## config.mk

```make
export PLATFORM = sky130hd
export DESIGN_NAME = pms_top
export DESIGN_NICKNAME = d
export VERILOG_FILES = /design/src/verilog/pms_pkg.sv /design/src/verilog/pms_sync.sv /design/src/verilog/pms_filt.sv /design/src/verilog/pms_top.sv
export SDC_FILE = /design/constraint.sdc
export NUM_CORES = 1
export LEC_CHECK = 0
export ABC_AREA = 1
export BUFFER_PORTS_ARGS = -buffer_cell sky130_fd_sc_hd__buf_2
export CAP_MARGIN = 20
export CORE_UTILIZATION = 59
export CTS_CLUSTER_SIZE = 30
export DETAILED_ROUTE_END_ITERATION = 6
export PLACE_DENSITY = 0.77
export SETUP_SLACK_MARGIN = 0.15
export SYNTH_ARGS = -nofsm -noshare
export SYNTH_HDL_FRONTEND = slang
export SYNTH_SLANG_ARGS = --single-unit
```

## constraint.sdc

```tcl
create_clock -name mclk_i -period 1.92 [get_ports mclk_i]
set_clock_uncertainty 0.2 [all_clocks]
set_input_delay 0.384 -clock mclk_i [delete_from_list [all_inputs] [get_ports mclk_i]]
set_output_delay 0.384 -clock mclk_i [all_outputs]
set_load 0.01 [all_outputs]
```

## src/verilog/pms_pkg.sv

```systemverilog
// Purpose: Shared constants and types of the power-mode supervisor
// Assumes: 200 MHz main clock
// Notes:   Cycle counts derive from the times and the clock rate below
package pms_pkg;

   // Clock rate
   localparam int unsigned CLK_MHZ = 200;

   // Times as specified, in their own units
   localparam int unsigned T_UV_MS = 30;      // Under-voltage debounce, typical
   localparam int unsigned T_OV_US = 50;      // Load-dump debounce, least
   localparam int unsigned T_LINWK_US = 15;   // LIN dominant wake filter, least
   localparam int unsigned T_HVWK_US = 25;    // Pin wake filter, least
   localparam int unsigned T_POR_US = 500;    // Power-on startup, longest
   localparam int unsigned T_SLP_US = 250;    // Sleep-release startup, longest
   localparam int unsigned SLOW_OSC_HZ = 24000; // Idle clock rate

   // Cycle counts; all figures divide evenly at 200 MHz
   localparam int unsigned UV_CYC = T_UV_MS * CLK_MHZ * 1000;
   localparam int unsigned OV_CYC = T_OV_US * CLK_MHZ;
   localparam int unsigned LINWK_CYC = T_LINWK_US * CLK_MHZ;
   localparam int unsigned HVWK_CYC = T_HVWK_US * CLK_MHZ;
   localparam int unsigned POR_CYC = T_POR_US * CLK_MHZ;
   localparam int unsigned SLP_CYC = T_SLP_US * CLK_MHZ;

   // Under-voltage level select codes
   localparam logic [2:0] UV_SEL_RST = 3'h0;  // Lowest level, about 5 V
   localparam logic [2:0] UV_SEL_7V0 = 3'h4;
   localparam logic [2:0] UV_SEL_8V5 = 3'h7;

   // Number of high-voltage wake pins
   localparam int unsigned HV_PINS = 4;

   // Operating modes
   typedef enum logic [2:0] {
      PMS_OFF,
      PMS_START,
      PMS_NORMAL,
      PMS_IDLE,
      PMS_STOP,
      PMS_SLEEP
   } pms_mode_t;

endpackage

```

## src/verilog/pms_sync.sv

```systemverilog
// Purpose: Three-stage input synchroniser with agreement check
// Assumes: Inputs are asynchronous to mclk_i
// Notes:   Output changes only once stages two and three agree
module pms_sync
   import pms_pkg::*;
#(
   parameter int unsigned W = 1
)
(
   // Clock and reset
   input wire logic mclk_i,
   input wire logic rst_b_i,
   // Data
   input wire logic [W-1:0] d_i,
   output logic [W-1:0] q_o
);

   logic [W-1:0] s1_q, s2_q, s3_q, out_q;
   logic [W-1:0] out_d;

   // Accept a bit only where the last two stages agree
   always_comb
   begin
      out_d = out_q;
      for (int i = 0; i < W; i++)
      begin
         if (s2_q[i] == s3_q[i])
         begin
            out_d[i] = s3_q[i];
         end
      end
   end

   // Stage registers; first stage feeds only the second
   always_ff @(posedge mclk_i)
   begin
      if (!rst_b_i)
      begin
         s1_q <= '0;
         s2_q <= '0;
         s3_q <= '0;
         out_q <= '0;
      end
      else
      begin
         s1_q <= d_i;
         s2_q <= s1_q;
         s3_q <= s2_q;
         out_q <= out_d;
      end
   end

   assign q_o = out_q;

endmodule // pms_sync

```

## src/verilog/pms_filt.sv

```systemverilog
// Purpose: Hold-time filter: pulse once a condition has held LIMIT cycles
// Assumes: cond_i is already synchronous
// Notes:   Counter restarts whenever the condition or the enable drops
module pms_filt
   import pms_pkg::*;
#(
   parameter int unsigned LIMIT = 16
)
(
   // Clock and reset
   input wire logic mclk_i,
   input wire logic rst_b_i,
   // Condition
   input wire logic en_i,
   input wire logic cond_i,
   output logic hit_o
);

   localparam int unsigned CW = $clog2(LIMIT + 1);
   localparam logic [CW-1:0] LIM = CW'(LIMIT);

   logic [CW-1:0] cnt_q, cnt_d;
   logic hit_q, hit_d;

   // Count while held; saturate so one hold gives exactly one pulse
   always_comb
   begin
      cnt_d = '0;
      hit_d = 1'b0;
      if (en_i && cond_i)
      begin
         if (cnt_q != LIM)
         begin
            cnt_d = cnt_q + CW'(1);
            hit_d = (cnt_q == LIM - CW'(1));
         end
         else
         begin
            cnt_d = cnt_q;
         end
      end
   end

   always_ff @(posedge mclk_i)
   begin
      if (!rst_b_i)
      begin
         cnt_q <= '0;
         hit_q <= 1'b0;
      end
      else
      begin
         cnt_q <= cnt_d;
         hit_q <= hit_d;
      end
   end

   assign hit_o = hit_q;

endmodule // pms_filt

```

## src/verilog/pms_top.sv

```systemverilog
// Purpose: Power-mode supervisor: reset, idle, stop, sleep, wake and supply flags
// Assumes: One 200 MHz clock; analogue comparators and pins arrive asynchronously
// Notes:   Analogue and clock controls are levels driven to the surrounding logic
module pms_top
   import pms_pkg::*;
#(
   parameter int unsigned UV_CYCLES = UV_CYC,
   parameter int unsigned OV_CYCLES = OV_CYC,
   parameter int unsigned HVWK_CYCLES = HVWK_CYC,
   parameter int unsigned POR_CYCLES = POR_CYC,
   parameter int unsigned SLP_CYCLES = SLP_CYC
)
(
   // Clock and reset
   input wire logic mclk_i,
   input wire logic rst_b_i,
   // Analogue comparators and pins, asynchronous
   input wire logic supply_ok_i,
   input wire logic uv_det_i,
   input wire logic ov_det_i,
   input wire logic lin_rx_i,
   input wire logic [HV_PINS-1:0] high_voltage_pins_i,
   input wire logic ext_irq_i,
   // Software requests, one-cycle pulses
   input wire logic idle_req_i,
   input wire logic stop_req_i,
   input wire logic sleep_req_i,
   // Software flag control and configuration
   input wire logic uv_clr_i,
   input wire logic ov_clr_i,
   input wire logic uv_level_wr_i,
   input wire logic [2:0] uv_level_i,
   // Power and clock controls
   output logic regulators_en_o,
   output logic cpu_pwr_en_o,
   output logic digital_rst_b_o,
   output logic main_rc_oscillator_en_o,
   output logic slow_clk_sel_o,
   output logic periph_access_en_o,
   output logic lin_en_o,
   output logic auxiliary_wake_supply_only_o,
   // Status
   output pms_mode_t mode_o,
   output logic [2:0] undervoltage_level_select_o,
   output logic undervoltage_flag_o,
   output logic overvoltage_flag_o,
   output logic extended_irq_o
);

   localparam int unsigned SW = $clog2(POR_CYCLES + 1);
   localparam logic [SW-1:0] POR_LOAD = SW'(POR_CYCLES - 1);
   localparam logic [SW-1:0] SLP_LOAD = SW'(SLP_CYCLES - 1);

   // Synchronised inputs
   logic supply_ok_s, uv_s, ov_s, lin_s, ext_irq_s;
   logic [HV_PINS-1:0] hv_s;

   // Filter results
   logic uv_hit, ov_hit, lin_hit;
   logic [HV_PINS-1:0] hv_hit;

   // Mode state
   pms_mode_t mode_q, mode_d;
   logic [SW-1:0] start_cnt_q, start_cnt_d;

   // Flags and configuration
   logic uvf_q, uvf_d, ovf_q, ovf_d, irq_q, irq_d;
   logic [2:0] uv_sel_q, uv_sel_d;
   logic [HV_PINS-1:0] hv_ref_q, hv_ref_d;

   // Output registers
   logic reg_en_q, reg_en_d, cpu_pwr_q, cpu_pwr_d, rst_b_q, rst_b_d;
   logic osc_en_q, osc_en_d, slow_q, slow_d, periph_q, periph_d;
   logic lin_en_q, lin_en_d, aux_q, aux_d;

   // Supervisor watches supplies in normal, idle and stop modes, not during startup
   logic mon_en;
   logic in_sleep;
   logic wake_sleep;

   // Pins and comparators cross into the clock domain
   pms_sync #(.W(5 + HV_PINS)) u_sync (
      .mclk_i(mclk_i),
      .rst_b_i(rst_b_i),
      .d_i({supply_ok_i, uv_det_i, ov_det_i, lin_rx_i, ext_irq_i, high_voltage_pins_i}),
      .q_o({supply_ok_s, uv_s, ov_s, lin_s, ext_irq_s, hv_s})
   );

   assign mon_en = (mode_q == PMS_NORMAL) || (mode_q == PMS_IDLE) || (mode_q == PMS_STOP);
   assign in_sleep = (mode_q == PMS_SLEEP);

   // Under-voltage debounce
   pms_filt #(.LIMIT(UV_CYCLES)) u_uv_filt (
      .mclk_i(mclk_i),
      .rst_b_i(rst_b_i),
      .en_i(mon_en),
      .cond_i(uv_s),
      .hit_o(uv_hit)
   );

   // Load-dump debounce
   pms_filt #(.LIMIT(OV_CYCLES)) u_ov_filt (
      .mclk_i(mclk_i),
      .rst_b_i(rst_b_i),
      .en_i(mon_en),
      .cond_i(ov_s),
      .hit_o(ov_hit)
   );

   // LIN wake: bus low is dominant
   pms_filt #(.LIMIT(LINWK_CYC)) u_lin_filt (
      .mclk_i(mclk_i),
      .rst_b_i(rst_b_i),
      .en_i(in_sleep),
      .cond_i(!lin_s),
      .hit_o(lin_hit)
   );

   // Pin wake: any change from the settled level, either direction
   generate
      for (genvar g = 0; g < HV_PINS; g++)
      begin : g_hv
         pms_filt #(.LIMIT(HVWK_CYCLES)) u_hv_filt (
            .mclk_i(mclk_i),
            .rst_b_i(rst_b_i),
            .en_i(in_sleep),
            .cond_i(hv_s[g] != hv_ref_q[g]),
            .hit_o(hv_hit[g])
         );
      end
   endgenerate

   assign wake_sleep = lin_hit || (|hv_hit);

   // Pin reference follows the pins outside sleep so entry never wakes falsely
   always_comb
   begin
      hv_ref_d = hv_ref_q;
      if (!in_sleep)
      begin
         hv_ref_d = hv_s;
      end
   end

   // Mode sequencing
   always_comb
   begin
      mode_d = mode_q;
      start_cnt_d = start_cnt_q;
      if (!supply_ok_s)
      begin
         mode_d = PMS_OFF;
      end
      else
      begin
         case (mode_q)
            PMS_OFF:
            begin
               mode_d = PMS_START;
               start_cnt_d = POR_LOAD;
            end
            PMS_START:
            begin
               if (start_cnt_q == '0)
               begin
                  mode_d = PMS_NORMAL;
               end
               else
               begin
                  start_cnt_d = start_cnt_q - SW'(1);
               end
            end
            PMS_NORMAL:
            begin
               // Deepest request wins if several arrive together
               if (sleep_req_i)
               begin
                  mode_d = PMS_SLEEP;
               end
               else if (stop_req_i)
               begin
                  mode_d = PMS_STOP;
               end
               else if (idle_req_i)
               begin
                  mode_d = PMS_IDLE;
               end
            end
            PMS_IDLE, PMS_STOP:
            begin
               if (ext_irq_s)
               begin
                  mode_d = PMS_NORMAL;
               end
            end
            PMS_SLEEP:
            begin
               if (wake_sleep)
               begin
                  mode_d = PMS_START;
                  start_cnt_d = SLP_LOAD;
               end
            end
            default:
            begin
               mode_d = PMS_OFF;
            end
         endcase
      end
   end

   // Supply flags: a new event beats a clear in the same cycle
   always_comb
   begin
      uvf_d = uvf_q;
      ovf_d = ovf_q;
      uv_sel_d = uv_sel_q;
      if (uv_clr_i)
      begin
         uvf_d = 1'b0;
      end
      if (uv_hit)
      begin
         uvf_d = 1'b1;
      end
      if (ov_clr_i)
      begin
         ovf_d = 1'b0;
      end
      if (ov_hit)
      begin
         ovf_d = 1'b1;
      end
      if (uv_level_wr_i)
      begin
         uv_sel_d = uv_level_i;
      end
      if (mode_d == PMS_OFF || mode_d == PMS_START)
      begin
         // Whole chip is reset, so are the flags and the level
         uvf_d = 1'b0;
         ovf_d = 1'b0;
         uv_sel_d = UV_SEL_RST;
      end
      irq_d = uvf_d || ovf_d;
   end

   // Controls follow the next mode so they change with it
   always_comb
   begin
      reg_en_d = (mode_d != PMS_OFF);
      cpu_pwr_d = (mode_d != PMS_OFF) && (mode_d != PMS_SLEEP);
      aux_d = (mode_d == PMS_SLEEP);
      rst_b_d = (mode_d != PMS_OFF) && (mode_d != PMS_START) && (mode_d != PMS_SLEEP);
      osc_en_d = (mode_d == PMS_START) || (mode_d == PMS_NORMAL) || (mode_d == PMS_IDLE);
      slow_d = (mode_d == PMS_IDLE);
      periph_d = (mode_d == PMS_NORMAL);
      lin_en_d = (mode_d == PMS_NORMAL);
   end

   // State and output registers
   always_ff @(posedge mclk_i)
   begin
      if (!rst_b_i)
      begin
         mode_q <= PMS_OFF;
         start_cnt_q <= '0;
         uvf_q <= 1'b0;
         ovf_q <= 1'b0;
         irq_q <= 1'b0;
         uv_sel_q <= UV_SEL_RST;
         hv_ref_q <= '0;
         reg_en_q <= 1'b0;
         cpu_pwr_q <= 1'b0;
         aux_q <= 1'b0;
         rst_b_q <= 1'b0;
         osc_en_q <= 1'b0;
         slow_q <= 1'b0;
         periph_q <= 1'b0;
         lin_en_q <= 1'b0;
      end
      else
      begin
         mode_q <= mode_d;
         start_cnt_q <= start_cnt_d;
         uvf_q <= uvf_d;
         ovf_q <= ovf_d;
         irq_q <= irq_d;
         uv_sel_q <= uv_sel_d;
         hv_ref_q <= hv_ref_d;
         reg_en_q <= reg_en_d;
         cpu_pwr_q <= cpu_pwr_d;
         aux_q <= aux_d;
         rst_b_q <= rst_b_d;
         osc_en_q <= osc_en_d;
         slow_q <= slow_d;
         periph_q <= periph_d;
         lin_en_q <= lin_en_d;
      end
   end

   // Interrupt has its own register, loaded with the flags so it never glitches
   assign extended_irq_o = irq_q;
   assign undervoltage_flag_o = uvf_q;
   assign overvoltage_flag_o = ovf_q;
   assign undervoltage_level_select_o = uv_sel_q;
   assign mode_o = mode_q;
   assign regulators_en_o = reg_en_q;
   assign cpu_pwr_en_o = cpu_pwr_q;
   assign auxiliary_wake_supply_only_o = aux_q;
   assign digital_rst_b_o = rst_b_q;
   assign main_rc_oscillator_en_o = osc_en_q;
   assign slow_clk_sel_o = slow_q;
   assign periph_access_en_o = periph_q;
   assign lin_en_o = lin_en_q;

endmodule // pms_top

```

======== Yosys cells after proc, flatten, opt, wreduce, memory -nomap -nowiden ========
Index checks and enable logic that the tools add are counted.
word-level totals
  flip-flop bits (word level) ............. 181
  bits of input ports ..................... 20
  output and inout port bits .............. 17
  logic and storage cells ................. 147
cells by class
  add/sub/neg operators ................... 8
  equality and inequality tests ........... 40
  multiplexer cells ....................... 17
  bitwise operators ....................... 1
  reduce and logical (&&, ||, !) cells .... 41
operators with widths
  cell                     count
  $add A13 B1 Y13 const B  4
  $eq A13 B13 Y1 const B   4
  $ne A13 B13 Y1 const B   4
  $pmux W17 S3             1
  $mux W17                 2
  $add A23 B1 Y23 const B  1
  $eq A23 B23 Y1 const B   1
  $ne A23 B23 Y1 const B   1
  $mux W3                  7
  $reduce_and A3 Y1        7
  $logic_not A17 Y1        1
  $sub A17 B1 Y17 const B  1
  $pmux W3 S5              1
  $add A14 B1 Y14 const B  1
  $eq A14 B14 Y1 const B   1
  $ne A14 B14 Y1 const B   1
  $reduce_and A2 Y1        7
  $add A12 B1 Y12 const B  1
  $eq A12 B12 Y1 const B   1
  $eq A3 B2 Y1 const B     4
  $ne A12 B12 Y1 const B   1
  $logic_and A1 B1 Y1      10
  $eq A1 B1 Y1             9
  $eq A3 B3 Y1 const B     3
  other kinds (14)         33

======== Logic depth before layout (Yosys ltp) ========
  word-level depth ........................ 9
  mapped depth ............................ 12
  gate-level depth less buffers ........... 11

======== By module ========
Synthesis repeated with hierarchy kept, for this count alone.
second synthesis, totals
  cells, all modules ...................... 1288
  area total of the unflattened synthesis .. 8941.1 µm²
modules (own cells, without submodules)
  module                             instances  cells each  area each (µm²)  seq. area each (µm²)
  pms_filt at g_hv[0].u_hv_filt ...  4          105         725.7            280.3
  pms_top                            1          317         2069.5           740.7
  pms_filt at u_uv_filt              1          213         1331.3           480.5
  pms_sync                           1          121         1122.3           720.7
  pms_filt at u_ov_filt              1          115         803.3            300.3
  pms_filt at u_lin_filt             1          102         711.9            260.2

======== Least setup slack after synthesis ========
No wires, ideal clock.
  path kind ............................... flip-flop to flip-flop
  from .................................... register mode_q[0], in the netlist mode_o[0]
  to ...................................... register start_cnt_q[13]
  library setup time ...................... 0.132 ns
  data arrival time ....................... 1.373 ns
  required time ........................... 1.588 ns
  setup slack ............................. 0.215 ns
  cell stages (with the launch flop) ...... 11
  path buffers ............................ 1
  period minus slack after synthesis ...... 1.705 ns
  cells stage by stage .................... dfxtp_1 -> inv_2 -> nor2_4 -> inv_2 -> nor2_8 -> nand3_2 -> nand3_4 -> inv_2 -> buf_4 -> nand2_1 -> a21oi_1
on the way
  cells in the longest elaborated chain, start to end .. 3
  elaborated cells between the ends (all ways) .. 8
  those cells by class .................... eq/ne: 4; mux: 1; reduce/logical: 3
ends and longest elaborated chain
  what                                                                 RTL line        text
  start, declared                                                      pms_top.sv:63   pms_mode_t mode_q, mode_d;
  start signal, assigned                                               pms_top.sv:284  mode_q <= mode_d;
  $eq A3 B1 Y1, or another cell as far along                           pms_top.sv:156  case (mode_q)
  $ne A2 B2 Y1 (no line) / $reduce_bool A3 Y1 (equally long branches)  -
  $reduce_and A4 Y1 (no line)                                          -
  end signal, assigned                                                 pms_top.sv:285  start_cnt_q <= start_cnt_d;
  end, declared                                                        pms_top.sv:64   logic [SW-1:0] start_cnt_q, start_cnt_d;
Parallel ways exist; a longest one is shown, timed or not.
A chain may end at the register's enable or synchronous reset.

======== Worst setup path in the final report ========
  from .................................... register start_cnt_q[0]
  to ...................................... register start_cnt_q[16]
on the way
  cells in the longest elaborated chain, start to end .. 3
  elaborated cells between the ends (all ways) .. 6
  those cells by class .................... add/sub: 1; eq/ne: 1; mux: 2; reduce/logical: 2
ends and longest elaborated chain
  what                                                         RTL line
  $sub A17 B1 Y17 / $logic_not A17 Y1 (equally long branches)  pms_top.sv:170, pms_top.sv:164
  $mux W17 / $ne A2 B2 Y1 (equally long branches)              -
  $pmux W17 S3 / $reduce_and A4 Y1 (equally long branches)     -
Parallel ways exist; a longest one is shown, timed or not. The select of a mux whose other input is x is not followed.

==> run_results.csv <==
group,metric,value,unit
status,status,"finished, final reports clean",
hold_path,min_delay_path_depth,3,
synth,ys_warn_count,0,
cts,clk_latency,0.44,ns
power_and_ir_drop,powerDensity,768,nW/um^2
global_routing,grt_usage,0.247,
route,drt_first_pass_iters,5,
timing,drv_slew,0,
timing,relSlewSlack,0.773,
setup_path,critical_path_depth,11,
synth,ys_ff_latch,181,
route,vias,7342,
timing,post-route-period-util,0.926,
finish,fin_util,0.733,
synth,yosys.area.top_type,"dfxtp_1",
cts,htreeDepth,4,
setup_path,cp-start-kind,"flip-flop",
global_routing,grt_overflow_total,0,
timing,rsz0062_at_grt,"true",
setup_path,cp.arrival,1.90,ns
finish,layout-drive-gt1-share,0.160,
route,drc,0,
placement,place.gp.congestion,0.894,
timing,holdWs,0.0129,ns
timing,worstMarginPinSlew,0.338,ns
setup_path,crit_fanout,5,
timing,fmaxAchievable,562,MHz
cts,tritoncts,"done",
placement,place_area,8630,um^2
flow_run,maxCapViolCount,0,
floorplan,start_util,0.609,
synth,ys_types,43,
cts,path_clk_slew,0.07,ns
finish,diodes,0,
timing,finalSetupViolCount,0,
synth,synthCells,1135,
global_routing,grt_start_max_net_pins,31,
finish,area_growth,20.4,%
cts,numCtsBuffers,17,
synth,synth_top_flop_cell,"dfxtp_1",
synth,ys_seq_area_frac,0.446,
floorplan,io_pins,37,
setup_path,slowest_delay,0.36,ns
placement,dp_hpwl,11500,um
floorplan,dieArea,14300,um^2
floorplan,fp.dieH,119,um
synth,synth_edf_count,0,
route,routed_wl,17500,um
cts,cts_root_buf,"clkbuf_16",
route,drtIter0Drc,579,
setup_path,critPathTopFamily,"simple AND/OR/NAND/NOR gates",
floorplan,coreArea,13300,um^2
route,vias_per_cell,5.16,
setup_path,r2r_cells,11,
setup_path,path_buf_inv,1,
timing,min_period,1.78,ns
floorplan,rows,42,
synth,synthArstFlopShare,0,
timing,hold_viol,0,
hold_path,hold_path_class,"in2reg",
setup_path,critical_path.slowest_cell,"dfxtp_4",
finish,fin_area,9790,um^2
placement,io_buffers,36,
synth,synth.area.top_cells,"dfxtp_1, nand2_1, inv_1",
synth,syn_avg_cell_area,7.16,um^2
cts,cts_sinks,181,
route,post_drt_wl_per_cell,12.3,um
floorplan,die_x,119,um
global_routing,grt_pass1_vias,6643,
setup_path,crit_chain,"inv_4 -> ha_1 -> nand2_1 -> nor2_2 -> nand2_1 -> nand2_1 -> nand2_1 -> nor2_1 -> nor2_1 -> nor2_1 -> nor2_1",
power_and_ir_drop,vdd_ir_drop_max,0.589,mV
global_routing,antenna_found_initial,0,
cts,clockBufferDepth,2,
route,ant_nets,0,
synth,syn-cell-area,8130,um^2
global_routing,grt_pass1_wl,28800,um
power_and_ir_drop,p_leak,4.21,nW
synth,syn_nets,1171,
finish,fin_nets,1270,
setup_path,worst_ep_required_time,2.04,ns
setup_path,path_class,"reg2reg",
synth,synth_top_area_share,0.446,
setup_path,end_kind,"flip-flop",
## area by class of cell
class,instances,area (um^2)
Tap cell,176,220
Fill cell,1021,3560
Clock inverter,14,176
Multi-Input combinational cell,764,3970
Inverter,176,684
Timing Repair Buffer,94,658
Sequential cell,181,3640
Clock buffer,18,439
## stage by stage
stage               total power [mW]  setup slack, ns  TNS [ns]  std cells
floorplan                       3.93            0.215         0       1135
global placement                3.98            0.167         0       1357
detailed placement              3.98            0.106         0       1357
CTS                             7.56            0.135         0       1402
global route                    7.74          -0.0238   -0.0238       1423
finish                          7.52            0.141         0       1423
## tightest hold or removal path, cell delays in order
cell and delay [ns]:
buf_2 0.07, mux2i_1 0.06, nor2_1 0.09
## layout by cell type (no fill, tap or decap), types with 4 or more instances in the layout
cell,count
inv_4,8
dlygate4sd3_1,11
clkinv_4,5
dfxtp_2,10
o21a_1,9
xnor2_1,9
o21ai_1,4
dfxtp_1,169
a31oi_1,4
buf_4,43
nor2_4,10
buf_2,36
ha_1,13
a21oi_1,106
inv_2,4
nand2_2,8
or2_2,5
clkbuf_16,17
nor4_1,13
buf_6,4
nor2_2,12
nand3b_1,5
nor3_1,21
o21ai_0,59
nor2_1,114
xor2_1,10
nand2_1,237
inv_1,163
nand4_1,14
nand3_1,70
## state kept, by name, indices dropped and copies added, names as in the netlist, 3 cells and up
register                     cells
start_cnt_q                     17
u_sync.s2_q                      9
u_sync.q_o                       9
u_lin_filt.cnt_q                12
u_sync.s1_q                      9
undervoltage_level_select_o      3
g_hv.u_hv_filt.hit_o             4
hv_ref_q                         4
u_uv_filt.cnt_q                 23
g_hv.u_hv_filt.cnt_q            52
u_ov_filt.cnt_q                 14
mode_o                           3
u_sync.s3_q                      9
## cell families after synthesis
kind of cell    share of synthesized area
buf+inv                            0.0908
compound gates                      0.125
fa+ha+maj                          0.0271
mux                               0.00369
xor+xnor                           0.0205
flops                               0.446
simple gates                        0.288
## worst paths after layout
kind	start	end	slack [ns]
worst max-delay path	start_cnt_q[0]	start_cnt_q[16]	0.14
worst min-delay path	uv_level_i[0]	undervoltage_level_select_o[0]	0.01
worst max register to register	start_cnt_q[0]	start_cnt_q[16]	0.14
worst min register to register	u_sync.s1_q[3]	u_sync.s2_q[3]	0.21
## what timing repair did
action,CTS,global route
buffers inserted,2,21
resized for setup,4,79
pin swaps,2,17
hold endpoints to repair,11,0
setup endpoints to repair,19,96
hold buffers,11,0
## routing by layer
metal  vias up  wire length, um  global-route usage
met2       132             8490               0.422
met5         -                0                   0
li1       3868                -                   -
met1      3311             8100               0.309
met4         0              291              0.0766
met3        31              580              0.0580
## synth_stat cells, types with 2 or more instances
cell type  number
nor2_2          7
o21a_1          9
and3_1          2
nor3b_1         2
o21bai_1        2
a31oi_1         4
clkbuf_1        6
o21ai_1         3
o21ai_0        62
buf_2           2
nor4_1         16
maj3_1          2
nor2_4          3
xor2_1         10
inv_2           8
ha_1           16
a21oi_1       108
nand2_1       246
nor3_1         24
nand3_1        72
nand4_1        14
nand3_2         2
a211oi_1        2
nor2_1        126
xnor2_1         9
or2_2           5
dfxtp_1       181
mux2i_1         3
inv_1         168
buf_4           4
nand3b_1        5
## report_power, final
group / internal (mW) / total [mW] / switching, mW / leakage [nW]
Combinational: 0.0581 / 0.128 / 0.0703 / 2.45
Clock: 2.09 / 3.61 / 1.51 / 0.297
Sequential: 3.77 / 3.79 / 0.0110 / 1.47
(Power assumes the default switching activity.)
